`config.mk`:
```
export PLATFORM = sky130hd
export DESIGN_NAME = ccc_top
export DESIGN_NICKNAME = d
export VERILOG_FILES = /design/src/design/ccc_pkg.sv /design/src/design/ccc_tick_if.sv /design/src/design/ccc_tick_gen.sv /design/src/design/ccc_top.sv
export SDC_FILE = /design/constraint.sdc
export NUM_CORES = 1
export LEC_CHECK = 0
export BUFFER_PORTS_ARGS = -buffer_cell sky130_fd_sc_hd__buf_4
export CAP_MARGIN = 20
export CORE_ASPECT_RATIO = 0.6
export CORE_UTILIZATION = 42
export CTS_CLUSTER_SIZE = 24
export DETAILED_ROUTE_END_ITERATION = 10
export PLACE_DENSITY_LB_ADDON = 0.3
export SETUP_SLACK_MARGIN = 0.05
export SYNTH_ARGS = -nofsm -noshare
export SYNTH_HDL_FRONTEND = slang
export SYNTH_SLANG_ARGS = --single-unit
```
`constraint.sdc`:
```
create_clock -name clk_i -period 2.8 [get_ports clk_i]
set_clock_uncertainty 0.05 [all_clocks]
set_input_delay 0 -clock clk_i [delete_from_list [all_inputs] [get_ports clk_i]]
set_output_delay 0 -clock clk_i [all_outputs]
set_load 0.01 [all_outputs]
```
`src/design/ccc_pkg.sv`:
```
/*
  Package for the compressor cycle controller: register map, field
  positions, reset values and timing counts.
  Assumes a 200 MHz system clock and a 32-bit APB register bus.
*/
package ccc_pkg;
  // System clock figures
  localparam int CLK_MHZ = 200; // Clock rate in MHz
  localparam int TICK_S = 1; // Tick period in seconds
  localparam int TICK_CYCLES = CLK_MHZ * 1000000 * TICK_S; // Cycles per tick

  // Register byte offsets
  localparam logic [7:0] OFS_CTRL = 8'h00;
  localparam logic [7:0] OFS_A_ON = 8'h04;
  localparam logic [7:0] OFS_A_OFF = 8'h08;
  localparam logic [7:0] OFS_B_ON = 8'h0C;
  localparam logic [7:0] OFS_B_OFF = 8'h10;
  localparam logic [7:0] OFS_MIN_ON = 8'h14;
  localparam logic [7:0] OFS_MIN_OFF = 8'h18;
  localparam logic [7:0] OFS_OFF_DLY = 8'h1C;
  localparam logic [7:0] OFS_IDLE = 8'h20;
  localparam logic [7:0] OFS_DEM_A = 8'h24;
  localparam logic [7:0] OFS_DEM_B = 8'h28;
  localparam logic [7:0] OFS_STATUS = 8'h2C;

  // Control field positions
  localparam int CTRL_FUNC_BIT = 0; // 1 = compressor control, 0 = off
  localparam int CTRL_A_SRC_BIT = 1; // Demand A has a source
  localparam int CTRL_B_SRC_BIT = 2; // Demand B has a source

  // Status field positions
  localparam int ST_OUT_BIT = 0;
  localparam int ST_DLY_BIT = 1;
  localparam int ST_MINON_BIT = 2;
  localparam int ST_MINOFF_BIT = 3;

  // Reset values
  localparam logic [2:0] CTRL_RST = 3'h2; // Off mode, A sourced
  localparam logic signed [15:0] A_ON_RST = -16'sd20; // -2.0 %
  localparam logic signed [15:0] A_OFF_RST = 16'sd20; // 2.0 %
  localparam logic signed [15:0] B_ON_RST = -16'sd20;
  localparam logic signed [15:0] B_OFF_RST = 16'sd20;
  localparam logic [13:0] MIN_ON_RST = 14'h002D; // 45 s
  localparam logic [13:0] MIN_OFF_RST = 14'h000F; // 15 s
  localparam logic [13:0] OFF_DLY_RST = 14'h0014; // 20 s
  localparam logic [13:0] IDLE_RST = 14'h0000; // Idle shutoff off

  // Limits
  localparam logic signed [15:0] PCT_MIN = -16'sd1000; // -100.0 %
  localparam logic signed [15:0] PCT_MAX = 16'sd1000; // 100.0 %
  localparam logic [13:0] SEC_MAX = 14'd9999; // Longest time setting
endpackage

```
`src/design/ccc_tick_if.sv`:
```
/*
  Interface carrying the one-second tick between the tick divider and
  the controller core.
  Assumes both ends share the system clock.
*/
`timescale 1ns/1ps
interface ccc_tick_if;
  logic tick; // One-cycle pulse per second
  modport src (output tick);
  modport dst (input tick);
endinterface

```
`src/design/ccc_tick_gen.sv`:
```
/*
  Divider making the one-second tick from the system clock.
  Assumes a synchronous active-high reset on the same clock.
*/
`timescale 1ns/1ps
module ccc_tick_gen
  import ccc_pkg::*;
#(
  parameter int DIV = TICK_CYCLES
) (
  input wire logic clk_i,
  input wire logic rst_i,
  ccc_tick_if.src tk
);
  // Divider state
  typedef struct packed {
    logic [31:0] cnt;
    logic tick;
  } ccc_tg_t;

  ccc_tg_t s;
  ccc_tg_t next_s;

  // Count down to the end of each second
  always_comb begin
    next_s = s;
    next_s.tick = 1'b0;
    if (s.cnt == 32'h0) begin
      next_s.cnt = 32'(DIV - 1);
      next_s.tick = 1'b1;
    end else begin
      next_s.cnt = s.cnt - 32'h1;
    end
  end

  // Registered state
  always_ff @(posedge clk_i) begin
    if (rst_i) begin
      s <= '{cnt: 32'(DIV - 1), tick: 1'b0};
    end else begin
      s <= next_s;
    end
  end

  assign tk.tick = s.tick;
endmodule

```
`src/design/ccc_top.sv`:
```
/*
  Compressor cycle controller: turns one or two signed power demands
  into a single compressor run output with anti-short-cycle timing.
  Assumes an APB master on the system clock; demands are written by
  software into DEM_A and DEM_B, with control bits marking which are sourced.
*/
// The placing of the registers and register access over APB were chosen for this implementation.
`timescale 1ns/1ps
module ccc_top
  import ccc_pkg::*;
#(
  parameter int TICK_DIV = TICK_CYCLES
) (
  input wire logic clk_i,
  input wire logic rst_i,
  input wire logic psel_i,
  input wire logic penable_i,
  input wire logic pwrite_i,
  input wire logic [31:0] paddr_i,
  input wire logic [31:0] pwdata_i,
  input wire logic [3:0] pstrb_i,
  output logic [31:0] prdata_o,
  output logic pready_o,
  output logic pslverr_o,
  output logic run_o,
  output logic aux_o
);
  // Controller phases
  typedef enum logic [1:0] {
    CCC_OFF, // Compressor stopped
    CCC_RUN, // Running, min on or demand holding it
    CCC_DELAY // Running out the off delay
  } ccc_phase_t;

  // Whole module state
  typedef struct packed {
    logic [2:0] ctrl;
    logic signed [15:0] a_on;
    logic signed [15:0] a_off;
    logic signed [15:0] b_on;
    logic signed [15:0] b_off;
    logic [13:0] min_on;
    logic [13:0] min_off;
    logic [13:0] off_dly;
    logic [13:0] idle;
    logic signed [15:0] dem_a;
    logic signed [15:0] dem_b;
    ccc_phase_t phase;
    logic [13:0] t_phase; // Seconds in the current on or off spell
    logic [13:0] t_dly; // Seconds of off delay so far
    logic [13:0] t_idle; // Seconds at zero power so far
    logic run;
    logic [31:0] rdata;
  } ccc_state_t;

  ccc_state_t s;
  ccc_state_t next_s;

  ccc_tick_if tk (); // One-second tick

  // Tick divider
  ccc_tick_gen #(
    .DIV(TICK_DIV)
  ) u_tick (
    .clk_i(clk_i),
    .rst_i(rst_i),
    .tk(tk)
  );

  // Clamp a written value into the signed percent range
  function automatic logic signed [15:0] pct_clamp(
    input logic [31:0] w
  );
    logic signed [15:0] v;
    v = signed'(w[15:0]);
    if (v < PCT_MIN) begin
      pct_clamp = PCT_MIN;
    end else if (v > PCT_MAX) begin
      pct_clamp = PCT_MAX;
    end else begin
      pct_clamp = v;
    end
  endfunction

  // Clamp a seconds setting to the longest legal time
  function automatic logic [13:0] sec_clamp(input logic [31:0] w);
    if (w > 32'(SEC_MAX)) begin
      sec_clamp = SEC_MAX;
    end else begin
      sec_clamp = w[13:0];
    end
  endfunction

  // Saturating seconds counter step
  function automatic logic [13:0] sec_inc(input logic [13:0] t);
    if (t == 14'h3FFF) begin
      sec_inc = t;
    end else begin
      sec_inc = t + 14'h1;
    end
  endfunction

  // Decision terms
  logic func_on;
  logic a_src;
  logic b_src;
  logic want_on;
  logic all_off;
  logic all_zero;
  logic min_on_ok;
  logic min_off_ok;
  logic dly_done;
  logic idle_trip;
  logic wr;
  logic rd;
  logic [7:0] addr;
  logic mapped;

  assign func_on = s.ctrl[CTRL_FUNC_BIT];
  assign a_src = s.ctrl[CTRL_A_SRC_BIT];
  assign b_src = s.ctrl[CTRL_B_SRC_BIT];
  assign addr = paddr_i[7:0];
  assign wr = psel_i && penable_i && pwrite_i;
  // Read data loads in setup so it stands through the access edge
  assign rd = psel_i && !penable_i && !pwrite_i;

  // Demand and threshold comparisons
  always_comb begin
    // Any sourced input at or below its turn-on level asks to run
    want_on = (a_src && (s.dem_a <= s.a_on)) ||
              (b_src && (s.dem_b <= s.b_on));
    // No need only when every sourced input sits at or above turn-off
    all_off = (!a_src || (s.dem_a >= s.a_off)) &&
              (!b_src || (s.dem_b >= s.b_off)) &&
              (a_src || b_src);
    // Zero power on every sourced input
    all_zero = (!a_src || (s.dem_a == 16'sd0)) &&
               (!b_src || (s.dem_b == 16'sd0)) &&
               (a_src || b_src);
    min_on_ok = (s.t_phase >= s.min_on);
    min_off_ok = (s.t_phase >= s.min_off);
    dly_done = (s.t_dly >= s.off_dly);
    // Strictly longer than the idle setting; zero disables
    idle_trip = (s.idle != 14'h0) && all_zero &&
                (s.t_idle > s.idle);
  end

  // Address decode for the mapped window
  always_comb begin
    unique case (addr)
      OFS_CTRL, OFS_A_ON, OFS_A_OFF, OFS_B_ON, OFS_B_OFF,
      OFS_MIN_ON, OFS_MIN_OFF, OFS_OFF_DLY, OFS_IDLE,
      OFS_DEM_A, OFS_DEM_B, OFS_STATUS: mapped = 1'b1;
      default: mapped = 1'b0;
    endcase
  end

  // Next state: bus, timers and the run decision
  always_comb begin
    next_s = s;

    // Register writes; full-word writes only take effect
    if (wr && (pstrb_i == 4'hF) && (paddr_i[31:8] == 24'h0)) begin
      unique case (addr)
        OFS_CTRL: next_s.ctrl = pwdata_i[2:0];
        OFS_A_ON: next_s.a_on = pct_clamp(pwdata_i);
        OFS_A_OFF: next_s.a_off = pct_clamp(pwdata_i);
        OFS_B_ON: next_s.b_on = pct_clamp(pwdata_i);
        OFS_B_OFF: next_s.b_off = pct_clamp(pwdata_i);
        OFS_MIN_ON: next_s.min_on = sec_clamp(pwdata_i);
        OFS_MIN_OFF: next_s.min_off = sec_clamp(pwdata_i);
        OFS_OFF_DLY: next_s.off_dly = sec_clamp(pwdata_i);
        OFS_IDLE: next_s.idle = sec_clamp(pwdata_i);
        OFS_DEM_A: next_s.dem_a = pct_clamp(pwdata_i);
        OFS_DEM_B: next_s.dem_b = pct_clamp(pwdata_i);
        default: begin
          // Status and unmapped offsets ignore writes
        end
      endcase
    end

    // Read data registered on the setup edge, held until the next read
    if (rd) begin
      unique case (addr)
        OFS_CTRL: next_s.rdata = {29'h0, s.ctrl};
        OFS_A_ON: next_s.rdata = 32'(signed'(s.a_on));
        OFS_A_OFF: next_s.rdata = 32'(signed'(s.a_off));
        OFS_B_ON: next_s.rdata = 32'(signed'(s.b_on));
        OFS_B_OFF: next_s.rdata = 32'(signed'(s.b_off));
        OFS_MIN_ON: next_s.rdata = {18'h0, s.min_on};
        OFS_MIN_OFF: next_s.rdata = {18'h0, s.min_off};
        OFS_OFF_DLY: next_s.rdata = {18'h0, s.off_dly};
        OFS_IDLE: next_s.rdata = {18'h0, s.idle};
        OFS_DEM_A: next_s.rdata = 32'(signed'(s.dem_a));
        OFS_DEM_B: next_s.rdata = 32'(signed'(s.dem_b));
        OFS_STATUS: next_s.rdata = {28'h0,
            (s.phase == CCC_OFF) && !min_off_ok,
            (s.phase == CCC_RUN) && !min_on_ok,
            s.phase == CCC_DELAY, s.run};
        default: next_s.rdata = 32'h0;
      endcase
    end

    // Idle counter runs while the compressor runs and every sourced input is at zero
    if (!all_zero || !s.run || !func_on) begin
      next_s.t_idle = 14'h0;
    end else if (tk.tick) begin
      next_s.t_idle = sec_inc(s.t_idle);
    end

    // Spell timer counts seconds since the last on or off edge
    if (tk.tick) begin
      next_s.t_phase = sec_inc(s.t_phase);
    end

    if (!func_on) begin
      // Off mode keeps the compressor logic idle
      next_s.phase = CCC_OFF;
      next_s.run = 1'b0;
      next_s.t_dly = 14'h0;
    end else begin
      unique case (s.phase)
        CCC_OFF: begin
          // Start immediately once allowed
          if (want_on && min_off_ok) begin
            next_s.phase = CCC_RUN;
            next_s.run = 1'b1;
            next_s.t_phase = 14'h0;
          end
        end
        CCC_RUN: begin
          // Off request waits for min on, then enters the delay
          if (idle_trip) begin
            next_s.phase = CCC_OFF;
            next_s.run = 1'b0;
            next_s.t_phase = 14'h0;
          end else if (all_off && min_on_ok) begin
            next_s.phase = CCC_DELAY;
            next_s.t_dly = 14'h0;
          end
        end
        CCC_DELAY: begin
          if (idle_trip) begin
            next_s.phase = CCC_OFF;
            next_s.run = 1'b0;
            next_s.t_phase = 14'h0;
          end else if (!all_off) begin
            // Any demand back below turn-off holds it on
            next_s.phase = CCC_RUN;
            next_s.t_dly = 14'h0;
          end else if (dly_done) begin
            next_s.phase = CCC_OFF;
            next_s.run = 1'b0;
            next_s.t_phase = 14'h0;
          end else if (tk.tick) begin
            next_s.t_dly = sec_inc(s.t_dly);
          end
        end
      endcase
    end
  end

  // Registered state
  always_ff @(posedge clk_i) begin
    if (rst_i) begin
      s <= '{ctrl: CTRL_RST, a_on: A_ON_RST, a_off: A_OFF_RST,
             b_on: B_ON_RST, b_off: B_OFF_RST, min_on: MIN_ON_RST,
             min_off: MIN_OFF_RST, off_dly: OFF_DLY_RST,
             idle: IDLE_RST, dem_a: 16'sh0, dem_b: 16'sh0,
             phase: CCC_OFF, t_phase: 14'h3FFF, t_dly: 14'h0,
             t_idle: 14'h0, run: 1'b0, rdata: 32'h0};
    end else begin
      s <= next_s;
    end
  end

  // Bus answer: zero-wait slave, error on unmapped or partial write
  assign pready_o = 1'b1;
  assign pslverr_o = psel_i && penable_i &&
      (!mapped || (paddr_i[31:8] != 24'h0) ||
       (pwrite_i && (pstrb_i != 4'hF)));
  assign prdata_o = s.rdata;

  // Off mode: first output follows input A's need, others inactive
  assign run_o = func_on ? s.run :
      (a_src && (s.dem_a <= s.a_on));
  assign aux_o = 1'b0;
endmodule

```
==> impl_metrics.sql <==
INSERT INTO impl_metrics (metric_group, metric, value, unit) VALUES
('status', 'outcome', 'finished, violations left', ''),
('status', 'failed_checks', 'setup timing', ''),
('critical_path', 'crit_path_cells', 'inv_2, ha_4, nand4_1, or4_4, a21o_1, and4b_1, o221ai_4, buf_12, nand3_2, buf_4, buf_4, o21bai_1, o32ai_2', ''),
('drt', 'detail_route.wl_per_cell', '20.9', 'um'),
('power_and_ir_drop', 'ratio_of_total_power_to_cell_area', '425', 'mW/mm2'),
('logic_synthesis', 'synthesis.nets', '1934', ''),
('min_path', 'endpoint_worst_hold', 'a_src', ''),
('logic_synthesis', 'mappedNetlistArea', '0.0139', 'mm2'),
('drt', 'antenna_left', '0', ''),
('global_routing', 'grt-ovfl-total', '0', ''),
('power_and_ir_drop', 'vdd.ir_drop.worst', '0.344', 'mV'),
('timing', 'timing.max_slew.rel_slack', '33.1', '%'),
('logic_synthesis', 'synth-seq-cells', '249', ''),
('critical_path', 'worst-r2r-cell-count', '13', ''),
('cells_and_area', 'layout_commonest_cell', 'buf_4', ''),
('critical_path', 'worst_ep_arrival_time', '3.33', 'ns'),
('critical_path', 'r2r_end', 's[76]', ''),
('timing', 'tightest_slew', '1.00', 'ns'),
('logic_synthesis', 'synth_edf_count', '0', ''),
('floorplan', 'design.die.area', '0.0339', 'mm2'),
('timing', 'hold_viol', '0', ''),
('critical_path', 'worst_path_most_repeated_cell', 'buf_4', ''),
('timing', 'setup_repair_after_global_routing_missed_its_margin', 'true', ''),
('critical_path', 'cp_slowest_cell', 'or4_4', ''),
('clock_tree', 'cts_root_buf', 'clkbuf_16', ''),
('logic_synthesis', 'async_flop_share', '0', '%'),
('clock_tree', 'cts.sinks', '249', ''),
('cells_and_area', 'most-common-layout-cells', 'buf_4 (284), dfxtp_1 (244), nand2_1 (219), nor2_1 (164), inv_1 (152)', ''),
('floorplan', 'placement_rows', '51', ''),
('floorplan', 'fp.coreArea', '0.0325', 'mm2'),
('critical_path', 'worst-r2r-setup-slack', '-0.16', 'ns'),
('global_routing', 'first_global_vias', '13000', ''),
('logic_synthesis', 'synthCells', '1734', ''),
('place', 'place.detailed.instances', '2332', ''),
('logic_synthesis', 'synth.distinct_cells', '69', ''),
('timing', 'fin_crit_sh', '106', '%'),
('power_and_ir_drop', 'p_total', '0.00742', 'W'),
('floorplan', 'floorplan.io_pins', '109', ''),
('critical_path', 'crit_required', '3.18', 'ns'),
('place', 'place.port_buffers', '106', ''),
('timing', 'final-setup-viol-count', '30', ''),
('clock_tree', 'tritoncts', 'done', ''),
('global_routing', 'grt_max_degree', '67', ''),
('logic_synthesis', 'yosysWarningCount', '0', ''),
('critical_path', 'crit_path_max_fanout', '7', ''),
('logic_synthesis', 'syn-mean-instance-area', '8.02', 'um2'),
('drt', 'totalWireLength', '50.3', 'mm'),
('global_routing', 'track_usage', '29.0', '%'),
('drt', 'total_vias_in_the_final_route', '14200', ''),
('clock_tree', 'clkLatencyLatePin', '0.56', 'ns'),
('logic_synthesis', 'yosysSeqAreaShare', '35.8', '%'),
('global_routing', 'grt_antenna_before_repair', '3', ''),
('clock_tree', 'ctsLongestPathBuffers', '3', ''),
('drt', 'drcViolationCount', '0', ''),
('critical_path', 'start_kind', 'flip-flop', ''),
('min_path', 'min_from', 'paddr_i[4]', ''),
('floorplan', 'floorplan.initialDensity', '42.8', '%'),
('clock_tree', 'worst_setup_hold_path_clk_slew', '0.06', 'ns'),
('clock_tree', 'cts-buffers-inserted', '26', ''),
('drt', 'detailedRoute.firstIterationViolations', '1822', ''),
('timing', 'timing.final.crit_period', '2.96', 'ns'),
('floorplan', 'die-width', '237', 'um'),
('min_path', 'hold_path_depth', '4', ''),
('floorplan', 'die_height', '143', 'um'),
('timing', 'final.setup.tns', '-2.74', 'ns'),
('critical_path', 'worstSetupEndpointType', 'flip-flop', ''),
('cells_and_area', 'fin_cells', '2408', ''),
('timing', 'post-route-worst-setup-slack', '-0.156', 'ns'),
('critical_path', 'timing_worst_setup_path_type', 'reg2reg', ''),
('place', 'gp_routability_congestion', '1.04', ''),
('place', 'hpwl', '38.6', 'mm');
registers in the layout, summed over array words and instances, names as in the netlist:
register	cells
s	197
b_src	1
func_on	1
prdata_o	16
u_tick.s	32
a_src	1
u_tick.tk.tick	1
worst max-delay path: cells and delay by family (launching register included):
kind / cells / cell delay [ns]
adders and majority gates: 1 / 0.26
buffers and inverters: 4 / 0.49
and+or+nand+nor: 4 / 0.99
AOI/OAI and AO/OA: 4 / 0.71
DFF: 1 / 0.33
logic make-up after synthesis:
family	after synthesis	synth area share, %
fa+ha+maj	127	11.4
flops	249	35.8
mux	6	0.441
other cells	2	0.0540
xor+xnor	47	2.96
buf+inv	259	8.10
compound gates	424	20.3
simple gates	620	20.9
layout make-up:
class / instances / area, um2
Sequential cell: 249 / 4990
Fill cell: 2990 / 15000
Clock buffer: 39 / 781
Multi-Input combinational cell: 1226 / 8080
Antenna cell: 1 / 2.50
Clock inverter: 6 / 57.6
Timing Repair Buffer: 307 / 2430
Tap cell: 424 / 531
Inverter: 156 / 586
layer usage:
metal,share of wire (%),wire length [um],track usage [%],up-vias
met5,0.026,13,0,-
met4,1.9,981,6.32,2
met3,15,7470,11.9,84
met2,38,19100,38.6,832
met1,45,22800,42.6,6692
li1,-,-,-,6620
what timing repair did:
| item | CTS | global route |
|---|---|---|
| resized for setup | 25 | 28 |
| hold buffers | 16 | 0 |
| hold endpoints to repair | 96 | 0 |
| pin swaps | 9 | 13 |
| setup endpoints to repair | 32 | 64 |
| buffers inserted | 4 | 9 |
| cloned | 0 | 1 |
power breakdown:
part | switching (W) | internal [W] | total, W
Clock | 0.00149 | 0.00200 | 0.00350
Sequential | 0.0000163 | 0.00356 | 0.00357
Combinational | 0.000200 | 0.000148 | 0.000348
metrics by stage:
| stage | hold slack, ns | setup slack [ns] | area, um2 |
|---|---|---|---|
| final | 0.144 | -0.156 | 17500 |
| after global routing | 0.179 | -0.289 | 17400 |
| after CTS | 0.118 | -0.0713 | 17200 |
| after detailed placement | 0.236 | -0.486 | 16000 |
| after global placement | 0.230 | -0.361 | 16000 |
| after floorplan | 0.0428 | 0.0476 | 13900 |
worst max path at each step:
stage,slack [ns],from,endpoint
after detailed placement,-0.49,s[180],s[50]
after floorplan,0.05,s[180],s[52]
after global placement,-0.36,s[180],s[53]
after CTS,-0.07,s[174],s[76]
after global routing,-0.29,s[174],s[76]
final,-0.16,s[174],s[76]
cells in the mapped netlist (3+ instances only):
cell,count,area (um2)
ha_1,127,1590
nor2b_1,11,68.8
o211ai_1,44,330
nand2_1,219,822
xnor2_1,29,254
a41o_1,3,30.0
inv_1,156,586
or3_1,6,37.5
a211oi_1,37,278
clkbuf_1,59,221
o21a_1,7,52.6
o21ai_0,48,240
o221ai_1,3,26.3
xor2_1,18,158
o211a_1,3,30.0
nor4_1,37,231
a31oi_1,17,106
mux2i_1,5,50.1
a2111oi_0,3,26.3
or2_2,3,18.8
buf_2,6,30.0
and2_1,4,25.0
nor2_1,164,616
a222oi_1,11,110
a41oi_1,3,26.3
nand2b_1,8,50.1
nor3_1,28,140
a21o_1,22,165
a221oi_1,23,201
and3_1,23,144
nand4_1,34,213
o21ai_1,4,20.0
and4_1,10,87.6
buf_4,35,263
dfxtp_1,249,4980
a22o_1,10,87.6
a22oi_1,25,188
nand3_1,50,250
or4_1,6,45.0
nand3b_1,9,67.6
a21oi_1,136,681
(Power assumes the default switching activity.)
